--- src/lptc_pkg.sv ---
// package for the low power timer counter: register map, fields, modes
`default_nettype none
package lptc_pkg;
   localparam logic [3:0] LPTC_CTRL_OFS = 4'h0;
   localparam logic [3:0] LPTC_PSC_OFS = 4'h4;
   localparam logic [3:0] LPTC_CMP_OFS = 4'h8;
   localparam logic [3:0] LPTC_CNT_OFS = 4'hc;
   // ctrl fields
   localparam int LPTC_EN_BIT = 0;
   localparam int LPTC_MODE_BIT = 1;
   localparam int LPTC_FREE_BIT = 2;
   localparam int LPTC_POL_BIT = 3;
   localparam int LPTC_SEL_LSB = 4;
   localparam int LPTC_IRQEN_BIT = 6;
   localparam int LPTC_FLAG_BIT = 7;
   // prescale fields
   localparam int LPTC_BYP_BIT = 0;
   localparam int LPTC_CLK_LSB = 1;
   localparam int LPTC_VAL_LSB = 3;
   localparam logic [1:0] LPTC_CLK_RST = 2'h1;
   localparam logic [1:0] LPTC_RESP_OKAY = 2'h0;
   localparam logic [1:0] LPTC_RESP_SLVERR = 2'h2;
   typedef enum logic {
      LPTC_MODE_TIME = 1'b0,
      LPTC_MODE_PULSE = 1'b1
   } lptc_mode_t;
   typedef struct packed {
      logic compare_irq_en;
      logic [1:0] pulse_input_sel;
      logic pulse_input_polarity;
      logic free_run_en;
      lptc_mode_t count_mode_sel;
      logic enable;
   } lptc_ctrl_t;
   typedef struct packed {
      logic [3:0] value;
      logic [1:0] prescale_clock_sel;
      logic prescale_bypass;
   } lptc_psc_t;
endpackage : lptc_pkg
`default_nettype wire

--- src/lptc_timer.sv ---
// low power timer counter with axi4-lite register slave
`default_nettype none
module lptc_timer #(
   parameter int CNT_W = 16
) (
   input wire logic clock,
   input wire logic arst_n,
   input wire logic awvalid,
   output logic awready,
   input wire logic [31:0] awaddr,
   input wire logic [2:0] awprot,
   input wire logic wvalid,
   output logic wready,
   input wire logic [31:0] wdata,
   input wire logic [3:0] wstrb,
   output logic bvalid,
   input wire logic bready,
   output logic [1:0] bresp,
   input wire logic arvalid,
   output logic arready,
   input wire logic [31:0] araddr,
   input wire logic [2:0] arprot,
   output logic rvalid,
   input wire logic rready,
   output logic [31:0] rdata,
   output logic [1:0] rresp,
   input wire logic [3:0] clk_src,
   input wire logic [3:0] pulse_in,
   output logic trigger,
   output logic irq
);
   import lptc_pkg::*;

   // the counter and the read path are served for widths of 1 to 32 bits only
   if (CNT_W < 1 || CNT_W > 32) begin : g_cnt_w_check
      $error("CNT_W must be 1..32");
   end

   ////////////////////////////////////////////////////////////////////////
   // synchronisers for external clock sources and pulse inputs
   logic [3:0] src_s1_q;
   logic [3:0] src_s2_q;
   logic [3:0] pin_s1_q;
   logic [3:0] pin_s2_q;
   always_ff @(posedge clock or negedge arst_n) begin
      if (!arst_n) begin
         src_s1_q <= 4'h0;
         src_s2_q <= 4'h0;
         pin_s1_q <= 4'h0;
         pin_s2_q <= 4'h0;
      end else begin
         src_s1_q <= clk_src;
         src_s2_q <= src_s1_q;
         pin_s1_q <= pulse_in;
         pin_s2_q <= pin_s1_q;
      end
   end

   ////////////////////////////////////////////////////////////////////////
   // registers
   lptc_ctrl_t ctrl_q;
   lptc_psc_t psc_q;
   logic [CNT_W-1:0] cmp_q;
   logic [CNT_W-1:0] cnt_q;
   logic flag_q;
   logic trig_q;
   logic irq_q;

   logic aw_hold_q;
   logic w_hold_q;
   logic awready_q;
   logic wready_q;
   logic arready_q;
   logic [3:0] aw_addr_q;
   logic aw_bad_q;
   logic [31:0] w_data_q;
   logic [3:0] w_strb_q;
   logic bvalid_q;
   logic [1:0] bresp_q;
   logic rvalid_q;
   logic [31:0] rdata_q;
   logic [1:0] rresp_q;

   logic wr_fire;
   logic flag_clr_wr;
   logic [3:0] wr_addr;
   logic wr_bad;
   logic [31:0] wr_data;
   logic [3:0] wr_strb;

   // address and data may arrive in either order; each is held until both are in
   assign wr_addr = aw_hold_q ? aw_addr_q : awaddr[3:0];
   assign wr_bad = aw_hold_q ? aw_bad_q : (awaddr[31:4] != 28'h0 || awaddr[1:0] != 2'h0);
   assign wr_data = w_hold_q ? w_data_q : wdata;
   assign wr_strb = w_hold_q ? w_strb_q : wstrb;
   assign wr_fire = (aw_hold_q || awvalid) && (w_hold_q || wvalid) && !bvalid_q;

   always_ff @(posedge clock or negedge arst_n) begin
      if (!arst_n) begin
         aw_hold_q <= 1'b0;
         w_hold_q <= 1'b0;
         aw_addr_q <= 4'h0;
         aw_bad_q <= 1'b0;
         w_data_q <= 32'h0;
         w_strb_q <= 4'h0;
         bvalid_q <= 1'b0;
         bresp_q <= LPTC_RESP_OKAY;
         awready_q <= 1'b1;
         wready_q <= 1'b1;
      end else begin
         if (wr_fire) begin
            aw_hold_q <= 1'b0;
            w_hold_q <= 1'b0;
            bvalid_q <= 1'b1;
            awready_q <= 1'b0;
            wready_q <= 1'b0;
            bresp_q <= wr_bad ? LPTC_RESP_SLVERR : LPTC_RESP_OKAY;
         end else begin
            // ready flops mirror the next hold and response state, so the ports come from registers
            awready_q <= !(aw_hold_q || (awvalid && awready_q)) && !(bvalid_q && !bready);
            wready_q <= !(w_hold_q || (wvalid && wready_q)) && !(bvalid_q && !bready);
            if (awvalid && awready) begin
               aw_hold_q <= 1'b1;
               aw_addr_q <= awaddr[3:0];
               aw_bad_q <= awaddr[31:4] != 28'h0 || awaddr[1:0] != 2'h0;
            end
            if (wvalid && wready) begin
               w_hold_q <= 1'b1;
               w_data_q <= wdata;
               w_strb_q <= wstrb;
            end
            if (bvalid_q && bready) begin
               bvalid_q <= 1'b0;
            end
         end
      end
   end
   assign awready = awready_q;
   assign wready = wready_q;
   assign bvalid = bvalid_q;
   assign bresp = bresp_q;

   assign flag_clr_wr = wr_fire && !wr_bad && wr_addr == LPTC_CTRL_OFS && wr_strb[0]
                        && wr_data[LPTC_FLAG_BIT];

   always_ff @(posedge clock or negedge arst_n) begin
      if (!arst_n) begin
         ctrl_q <= '0;
         psc_q <= '{value: 4'h0, prescale_clock_sel: LPTC_CLK_RST, prescale_bypass: 1'b1};
         cmp_q <= '0;
      end else if (wr_fire && !wr_bad) begin
         if (wr_addr == LPTC_CTRL_OFS && wr_strb[0]) begin
            ctrl_q.enable <= wr_data[LPTC_EN_BIT];
            ctrl_q.count_mode_sel <= lptc_mode_t'(wr_data[LPTC_MODE_BIT]);
            ctrl_q.free_run_en <= wr_data[LPTC_FREE_BIT];
            ctrl_q.pulse_input_polarity <= wr_data[LPTC_POL_BIT];
            ctrl_q.pulse_input_sel <= wr_data[LPTC_SEL_LSB +: 2];
            ctrl_q.compare_irq_en <= wr_data[LPTC_IRQEN_BIT];
         end else if (wr_addr == LPTC_PSC_OFS && wr_strb[0]) begin
            psc_q <= wr_data[6:0];
         end else if (wr_addr == LPTC_CMP_OFS) begin
            cmp_q <= wr_data[CNT_W-1:0];
         end
      end
   end

   ////////////////////////////////////////////////////////////////////////
   // clock select, prescaler and glitch filter
   logic clk_lvl;
   logic clk_prev_q;
   logic clk_rise;
   logic [15:0] psc_cnt_q;
   logic psc_tick;
   logic pin_lvl;
   logic filt_q;
   logic filt_prev_q;
   logic [15:0] filt_cnt_q;
   logic [15:0] filt_len;
   logic tick;

   assign clk_lvl = src_s2_q[psc_q.prescale_clock_sel];
   assign clk_rise = clk_lvl && !clk_prev_q;
   // divide by 2^(value+1): tick when the low value+1 bits of the edge count wrap
   assign psc_tick = clk_rise && ((psc_cnt_q | ~((16'h2 << psc_q.value) - 16'h1)) == 16'hffff);
   assign filt_len = 16'h1 << psc_q.value;
   assign pin_lvl = pin_s2_q[ctrl_q.pulse_input_sel] ^ ctrl_q.pulse_input_polarity;

   always_ff @(posedge clock or negedge arst_n) begin
      if (!arst_n) begin
         clk_prev_q <= 1'b0;
         psc_cnt_q <= 16'h0;
      end else begin
         clk_prev_q <= clk_lvl;
         if (!ctrl_q.enable) begin
            psc_cnt_q <= 16'h0;
         end else if (clk_rise) begin
            psc_cnt_q <= psc_cnt_q + 16'h1;
         end
      end
   end

   // filter counts selected-clock edges while the raw level differs from the filtered one
   always_ff @(posedge clock or negedge arst_n) begin
      if (!arst_n) begin
         filt_q <= 1'b0;
         filt_prev_q <= 1'b0;
         filt_cnt_q <= 16'h0;
      end else begin
         filt_prev_q <= filt_q;
         if (pin_lvl == filt_q || !ctrl_q.enable) begin
            filt_cnt_q <= 16'h0;
            if (!ctrl_q.enable) begin
               filt_q <= pin_lvl;
            end
         end else if (psc_q.prescale_bypass || psc_q.value == 4'h0) begin
            filt_q <= pin_lvl; // no filter for bypass or setting 0
         end else if (clk_rise) begin
            if (filt_cnt_q + 16'h1 >= filt_len) begin
               filt_q <= pin_lvl;
               filt_cnt_q <= 16'h0;
            end else begin
               filt_cnt_q <= filt_cnt_q + 16'h1;
            end
         end
      end
   end

   always_comb begin
      if (ctrl_q.count_mode_sel == LPTC_MODE_PULSE) begin
         tick = filt_q && !filt_prev_q;
      end else if (psc_q.prescale_bypass) begin
         tick = clk_rise;
      end else begin
         tick = psc_tick;
      end
   end

   ////////////////////////////////////////////////////////////////////////
   // counter, compare flag, trigger and interrupt
   logic match_q;
   logic hit;
   // a stale match in the cycle after a stop must not raise a late flag or trigger
   assign hit = tick && match_q && ctrl_q.enable;

   always_ff @(posedge clock or negedge arst_n) begin
      if (!arst_n) begin
         cnt_q <= '0;
         match_q <= 1'b0;
      end else if (!ctrl_q.enable) begin
         cnt_q <= '0;
         match_q <= 1'b0;
      end else begin
         if (tick) begin
            if (hit && !ctrl_q.free_run_en) begin
               cnt_q <= '0;
            end else begin
               cnt_q <= cnt_q + 1'b1;
            end
         end
         match_q <= (tick ? ((hit && !ctrl_q.free_run_en) ? '0 : cnt_q + 1'b1) : cnt_q) == cmp_q;
      end
   end

   always_ff @(posedge clock or negedge arst_n) begin
      if (!arst_n) begin
         flag_q <= 1'b0;
         trig_q <= 1'b0;
         irq_q <= 1'b0;
      end else begin
         trig_q <= hit;
         if (hit) begin
            flag_q <= 1'b1;
         end else if (flag_clr_wr || !ctrl_q.enable) begin
            flag_q <= 1'b0;
         end
         irq_q <= (flag_q || hit) && ctrl_q.compare_irq_en && ctrl_q.enable
                  && !(flag_clr_wr && !hit);
      end
   end
   assign trigger = trig_q;
   assign irq = irq_q;

   ////////////////////////////////////////////////////////////////////////
   // read channel
   always_ff @(posedge clock or negedge arst_n) begin
      if (!arst_n) begin
         rvalid_q <= 1'b0;
         rdata_q <= 32'h0;
         rresp_q <= LPTC_RESP_OKAY;
         arready_q <= 1'b1;
      end else if (arvalid && arready) begin
         rvalid_q <= 1'b1;
         arready_q <= 1'b0;
         rresp_q <= LPTC_RESP_OKAY;
         rdata_q <= 32'h0;
         if (araddr[31:4] != 28'h0 || araddr[1:0] != 2'h0) begin
            rresp_q <= LPTC_RESP_SLVERR;
         end else if (araddr[3:0] == LPTC_CTRL_OFS) begin
            rdata_q <= {24'h0, flag_q, ctrl_q};
         end else if (araddr[3:0] == LPTC_PSC_OFS) begin
            rdata_q <= {25'h0, psc_q};
         end else if (araddr[3:0] == LPTC_CMP_OFS) begin
            rdata_q[CNT_W-1:0] <= cmp_q;
         end else begin
            rdata_q[CNT_W-1:0] <= cnt_q;
         end
      end else if (rvalid_q && rready) begin
         rvalid_q <= 1'b0;
         arready_q <= 1'b1;
      end
   end
   assign arready = arready_q;
   assign rvalid = rvalid_q;
   assign rdata = rdata_q;
   assign rresp = rresp_q;
endmodule : lptc_timer
`default_nettype wire

--- config.mk ---
export PLATFORM = sky130hd
export DESIGN_NAME = lptc_timer
export DESIGN_NICKNAME = d
export VERILOG_FILES = /design/src/lptc_pkg.sv /design/src/lptc_timer.sv
export SDC_FILE = /design/constraint.sdc
export NUM_CORES = 1
export LEC_CHECK = 0
export BUFFER_PORTS_ARGS = -buffer_cell sky130_fd_sc_hd__buf_2
export CORE_UTILIZATION = 60
export CTS_CLUSTER_SIZE = 20
export DETAILED_ROUTE_END_ITERATION = 8
export HOLD_SLACK_MARGIN = 0.15
export PLACE_DENSITY_LB_ADDON = 0.1
export REMOVE_ABC_BUFFERS = 1
export SLEW_MARGIN = 10
export SYNTH_ARGS = -nofsm -noshare
export SYNTH_HDL_FRONTEND = slang
export SYNTH_SLANG_ARGS = --single-unit
--- constraint.sdc ---
create_clock -name clock -period 6.5 [get_ports clock]
set_input_delay 1.625 -clock clock [delete_from_list [all_inputs] [get_ports clock]]
set_output_delay 1.625 -clock clock [all_outputs]
set_load 0.005 [all_outputs]
## Yosys cells after proc, flatten, opt, wreduce, memory -nomap -nowiden

Cells that the tools add are included.

- $add $sub $neg: 4
- Order comparisons: 3
- Equal/unequal tests: 10
- Shift-type cells: 2
- Multiplexer cells: 45
- Bitwise logic cells: 6
- Reduce and logical (&&, ||, !) cells: 70

Operators by type and width:

| kind | number |
|---|---|
| $mux 16 | 13 |
| $reduce_bool 28->1 | 2 |
| $add 16x1->16 const B | 3 |
| $mux 32 | 1 |
| $logic_and 1x1->1 | 26 |
| $mux 1 | 26 |
| $eq 16x16->1 | 1 |
| $eq 16x16->1 const B | 1 |
| $ge 16x16->1 | 1 |
| $not 16->16 | 1 |
| $or 16x16->16 | 1 |
| $reduce_bool 2->1 | 8 |
| $shl 1x4->16 const A | 1 |
| $shl 2x4->16 const A | 1 |
| $sub 16x1->16 const B | 1 |
| $logic_not 1->1 | 12 |
| $logic_not 4->1 | 3 |
| $logic_or 1x1->1 | 10 |
| $eq 4x3->1 const B | 2 |
| $eq 4x4->1 const B | 2 |
| $reduce_and 2->1 | 4 |
| $lt 2x3->1 const B | 2 |
| $reduce_and 3->1 | 2 |
| $reduce_bool 3->1 | 2 |
| other kinds (9) | 14 |

- Bits in registers: 166
- Input port bits: 121
- Output and inout bits: 43
- Word-level logic and storage cells: 178

## Depth between registers and ports, before layout

- Depth after elaboration: 15
- Mapped depth: 18
- Depth with buffers taken out: 16

## Least setup slack after synthesis

OpenSTA, ideal clock, no wires.

- Path type: in2reg
- Start: input araddr[2]
- End: register rdata_q[15] (netlist: rdata[15])
- Setup time: 0.122 ns
- Arrival: 3.905 ns
- Data required time: 6.378 ns
- Setup slack: 2.474 ns
- Stages on the path: 6
- Path buffers: 2
- Cell sequence: clkbuf_1 nor3_1 and2_1 clkbuf_1 mux2_2 a32o_1

- Cells in the longest elaborated chain, start to end: 5
- Elaborated cells on any way between the ends: 7
- Classes of those cells: eq/ne (2); mux (4); reduce/logical (1)

Ends and longest elaborated chain:

| what | line | source |
|---|---|---|
| from (decl) | lptc_timer.sv:21 | `input wire logic [31:0] araddr,` |
| $eq 4x4->1 | lptc_timer.sv:302 | `end else if (araddr[3:0] == LPTC_CMP_OFS) begin` |
| $mux 16 | lptc_timer.sv:302 |  |
| $mux 16 | lptc_timer.sv:300 | `end else if (araddr[3:0] == LPTC_PSC_OFS) begin` |
| $mux 16 * | lptc_timer.sv:298 | `end else if (araddr[3:0] == LPTC_CTRL_OFS) begin` |
| $mux 32 * | lptc_timer.sv:296 | `if (araddr[31:4] != 28'h0 \|\| araddr[1:0] != 2'h0) begin` |
| to (signal assigned) | lptc_timer.sv:299 | `rdata_q <= {24'h0, flag_q, ctrl_q};` |
| to (signal assigned) | lptc_timer.sv:301 | `rdata_q <= {25'h0, psc_q};` |
| to (signal, indexed assignment) | lptc_timer.sv:303 | `rdata_q[CNT_W-1:0] <= cmp_q;` |
| to (decl) | lptc_timer.sv:81 | `logic [31:0] rdata_q;` |

Mark *: on every way between the ends. The rest lies on a longest branch, timed or not.
A chain may end at the register's enable or synchronous reset.

## Worst setup path after layout

- Start: register psc_q[4] in the netlist's numbering
- End: register match_q

- Cells in the longest elaborated chain, start to end: 15

Ends and longest elaborated chain:

| what | line | source |
|---|---|---|
| from (decl) | lptc_timer.sv:62 | `lptc_psc_t psc_q;` |
| from (signal assigned) | lptc_timer.sv:149 | `psc_q <= '{value: 4'h0, prescale_clock_sel: LPTC_CLK_RST, prescale_bypass: 1'b1};` |
| from (signal assigned) | lptc_timer.sv:160 | `psc_q <= wr_data[6:0];` |
| $shl 2x4->16 * | lptc_timer.sv:184 | `assign psc_tick = clk_rise && ((psc_cnt_q \| ~((16'h2 << psc_q.value) - 16'h1)) == 16'hffff);` |
| $sub 16x1->16 * | lptc_timer.sv:184 |  |
| $not 16->16 * | lptc_timer.sv:184 |  |
| $or 16x16->16 * | lptc_timer.sv:184 |  |
| $eq 16x16->1 * | lptc_timer.sv:184 |  |
| $logic_and 1x1->1 * | lptc_timer.sv:184 |  |
| $mux 1 * | lptc_timer.sv:231 | `end else if (psc_q.prescale_bypass) begin` |
| $mux 1 * | lptc_timer.sv:229 | `if (ctrl_q.count_mode_sel == LPTC_MODE_PULSE) begin` |
| $logic_and 1x1->1 (2 in a row) | lptc_timer.sv:243 | `assign hit = tick && match_q && ctrl_q.enable;` |
| $logic_and 1x1->1 | lptc_timer.sv:260 | `match_q <= (tick ? ((hit && !ctrl_q.free_run_en) ? '0 : cnt_q + 1'b1) : cnt_q) == cmp_q;` |
| $mux 16 | lptc_timer.sv:260 |  |
| $mux 16 * | n/a |  |
| $eq 16x16->1 * | lptc_timer.sv:260 |  |
| $mux 1 * | lptc_timer.sv:249 | `end else if (!ctrl_q.enable) begin` |
| to (signal assigned) | lptc_timer.sv:260 |  |
| to (decl) | lptc_timer.sv:240 | `logic match_q;` |

Marks and branches as above.

==> metrics.yaml <==
status: "finished, final reports clean"
tightest_slew_ns: 1.20
ir_drop_uv: 272
synth_sequential_area_ratio_pct: 45.1
hold_viol: 0
viasPerCell: 5.95
critPathTopFamily: "compound AO/OA/AOI/OAI gates"
fp.coreArea_mm2: 0.0133
postRouteWirelength_mm: 19.1
netlist.area_leader.share_pct: 43.6
syn-cell-area_mm2: 0.00822
die_area_mm2: 0.0142
path_clk_slew_ns: 0.06
wl_per_cell_um: 17.0
ys_top_cells_by_count: "143 x dfrtp_1, 86 x nand2_1, 61 x nor2_1, 49 x mux2_2, 43 x o21ai_0"
gp_congestion: 0.947
cp_max_fo: 31
r2r-start: "psc_q[4]"
synth_most_common_cell: "dfrtp_1"
tns_ns: 0
drv_slew: 0
cp-endpoint: "match_q"
crit_buf_inv: 1
final_net_count: 1074
fin_hold_ws_ns: 0.347
synth.distinct_cells: 64
critPathKind: "register to register"
synthArstFlopShare_pct: 100
die_w_um: 119
cpMostUsedCell: "nand4_1"
relSlewSlack_pct: 19.5
track_usage_pct: 28.3
path_depth: 13
finalCritPeriodShare_pct: 65.7
synth_edf_count: 0
post_cts_resized: 0
synthCells: 833
synth_xor_area_share_pct: 4.54
synth_ff_type: "dfrtp_1"
cp-start-kind: "register"
cp_cell_sequence: "nor2_1, nand2_1, ha_1, nor2b_1, a2111oi_0, nand4_1, o221a_1, buf_4, mux2i_1, nand4_1, a2111oi_1, nand4_1, a2111oi_2"
power.leakage_nw: 4.37
io_buffers: 120
end_kind: "register"
finClkSkew_ns: 0.00724
hold_depth: 0
final_core_util_pct: 71.0
drt-pass1-iter-count: 7
drive_gt1_share_pct: 23.2
crit_path_start: "psc_q[4]"
hpwl_mm: 13.6
regToRegSetupSlack_ns: 2.23
synth.avg_cell_area_um2: 9.86
setup_viol: 0
htreeDepth: 4
grt_pass1_wl_mm: 31.7
synth_compound_area_share_pct: 11.7
synth_fa_ha_area_share_pct: 2.89
yosys.area.top_type: "dfrtp_1"
setup_slack_ns: 2.23
cts_inserted_buffers: 17
clkSinkCount: 148
chipHeight_um: 119
synthSimpleGateAreaFrac_pct: 19.1
cts_setup_buffers: 0
antenna_cells: 0
dp_slack_ns: 2.41
slowest_delay_ns: 0.59
power_density_mw_per_mm2: 328
required_ns: 6.82
clk-insertion-delay-late_ns: 0.43
grt_overflow: 0
yosysWarnings: 0
clockRootBuffer: "clkbuf_16"
area.growth.synth_to_final_pct: 14.9
fin_crit_ns: 4.27
grt_max_degree: 93
fmax_mhz: 234
synthTopCellsByArea: "dfrtp_1 44%, mux2_2 6.7%, mux2i_1 4.8%"
yosys_register_bits: 148
hp-class: "register to register"
cts_hold_buffers: 0
initial_utilization_pct: 61.8
vias: 6679
maxCapViolations: 0
drc: 0
synth_top_family_by_area: "simple AND/OR/NAND/NOR gates"
ff2ff_path_depth: 13
ant_nets: 0
antenna_found_initial: 0
worst_path_max_delay_cell: "dfrtp_1"
clock_tree.buffer_depth: 2
tritoncts: "yes"
drt_iter0_drc: 440
cp_data_arrival_time_ns: 4.59
r2r_end: "match_q"
synthMuxAreaShare_pct: 12.0
rows: 42
ioPinCount: 164
rsz0062_at_grt: "no"
grt_pass1_vias: 6459
-- worst min path at each step --
stage,slack (ns),from,end
final,0.35,pin_s1_q[3],pin_s2_q[3]
after global routing,0.36,pin_s1_q[0],pin_s2_q[0]
after CTS,0.35,pin_s1_q[3],pin_s2_q[3]
after detailed placement,0.33,pin_s1_q[3],pin_s2_q[3]
after global placement,0.33,pin_s1_q[2],pin_s2_q[2]
after floorplan,0.33,pin_s1_q[0],pin_s2_q[0]
-- cell type report --
cell class                 instances  area [um2]
tap                              176         220
inverter                          15        56.3
multi-input combinational        627        4200
clock inverter                    14         175
clock buffer                      18         439
timing repair buffer             125         644
sequential                       148        3710
fill                             934        3850
-- flip-flops by register name, indices dropped and copies added, names as in the netlist, 4 cells and up --
signal      count
cnt_q          16
psc_cnt_q      16
psc_q           7
src_s1_q        4
filt_cnt_q     16
rdata          16
cmp_q          16
pin_s1_q        4
pin_s2_q        4
w_data_q       16
src_s2_q        4
ctrl_q          7
aw_addr_q       4
-- power by group --
group | total [mW] | leakage, nW | switching [mW] | internal, mW
combinational | 0.739 | 2.15 | 0.371 | 0.368
sequential | 1.34 | 1.92 | 0.237 | 1.10
clock | 1.02 | 0.305 | 0.397 | 0.618
total | 3.10 | 4.37 | 1.01 | 2.09
-- routing by layer --
layer	part of all wire (%)	routed length [um]	track usage [%]
met1	43	8160	38.8
met2	47	9070	45.8
met3	8.6	1640	5.46
met4	1.2	237	8.15
met5	0	0	0
-- through the flow --
stage                     std cells  area [um2]  total power, mW
after floorplan                 790        7960             1.80
after global placement         1091        8830             2.04
after detailed placement       1091        8830             2.08
after CTS                      1123        9440             3.10
after global routing           1123        9440             3.25
final                          1123        9440             3.10
-- worst register-to-register path: cells and delay by family (launching register included) --
family / cells / cell delay [ns]
AO/OA/AOI/OAI: 4 / 1.50
adder cells (fa/ha/maj): 1 / 0.35
buffers and inverters: 1 / 0.25
flip-flops: 1 / 0.59
multiplexers: 1 / 0.19
AND/OR/NAND/NOR: 6 / 1.28
-- placed cells by master, fill, tap and decap left out, types with 6 or more instances in the layout --
cell type | synthesis | layout
a21o_1 | 14 | 14
ha_1 | 19 | 19
nor4_1 | 18 | 18
clkbuf_16 | 0 | 17
or3_1 | 11 | 11
o211ai_1 | 6 | 6
nand2b_1 | 14 | 14
nand2_1 | 86 | 86
nor2b_1 | 16 | 16
xnor2_1 | 30 | 30
mux2_2 | 49 | 49
a21oi_1 | 31 | 31
nand3_1 | 27 | 27
a22o_1 | 7 | 7
o21ai_0 | 43 | 43
nand4_1 | 15 | 15
buf_2 | 5 | 119
and2_1 | 16 | 16
inv_1 | 14 | 14
a32o_1 | 8 | 8
and3_1 | 13 | 13
nor2_1 | 61 | 61
dfrtp_1 | 143 | 143
o21a_1 | 6 | 6
nor3_1 | 18 | 18
mux2i_1 | 39 | 39
conb_1 | 1 | 18
xor2_1 | 10 | 10
-- logic make-up after synthesis --
family                   Yosys count
flip-flops                       148
AO/OA/AOI/OAI                    147
multiplexers                      90
AND/OR/NAND/NOR                  312
buffers and inverters             75
XOR/XNOR                          41
other                              1
adder cells (fa/ha/maj)           19
No activity file was read; power rests on OpenSTA's default activity.
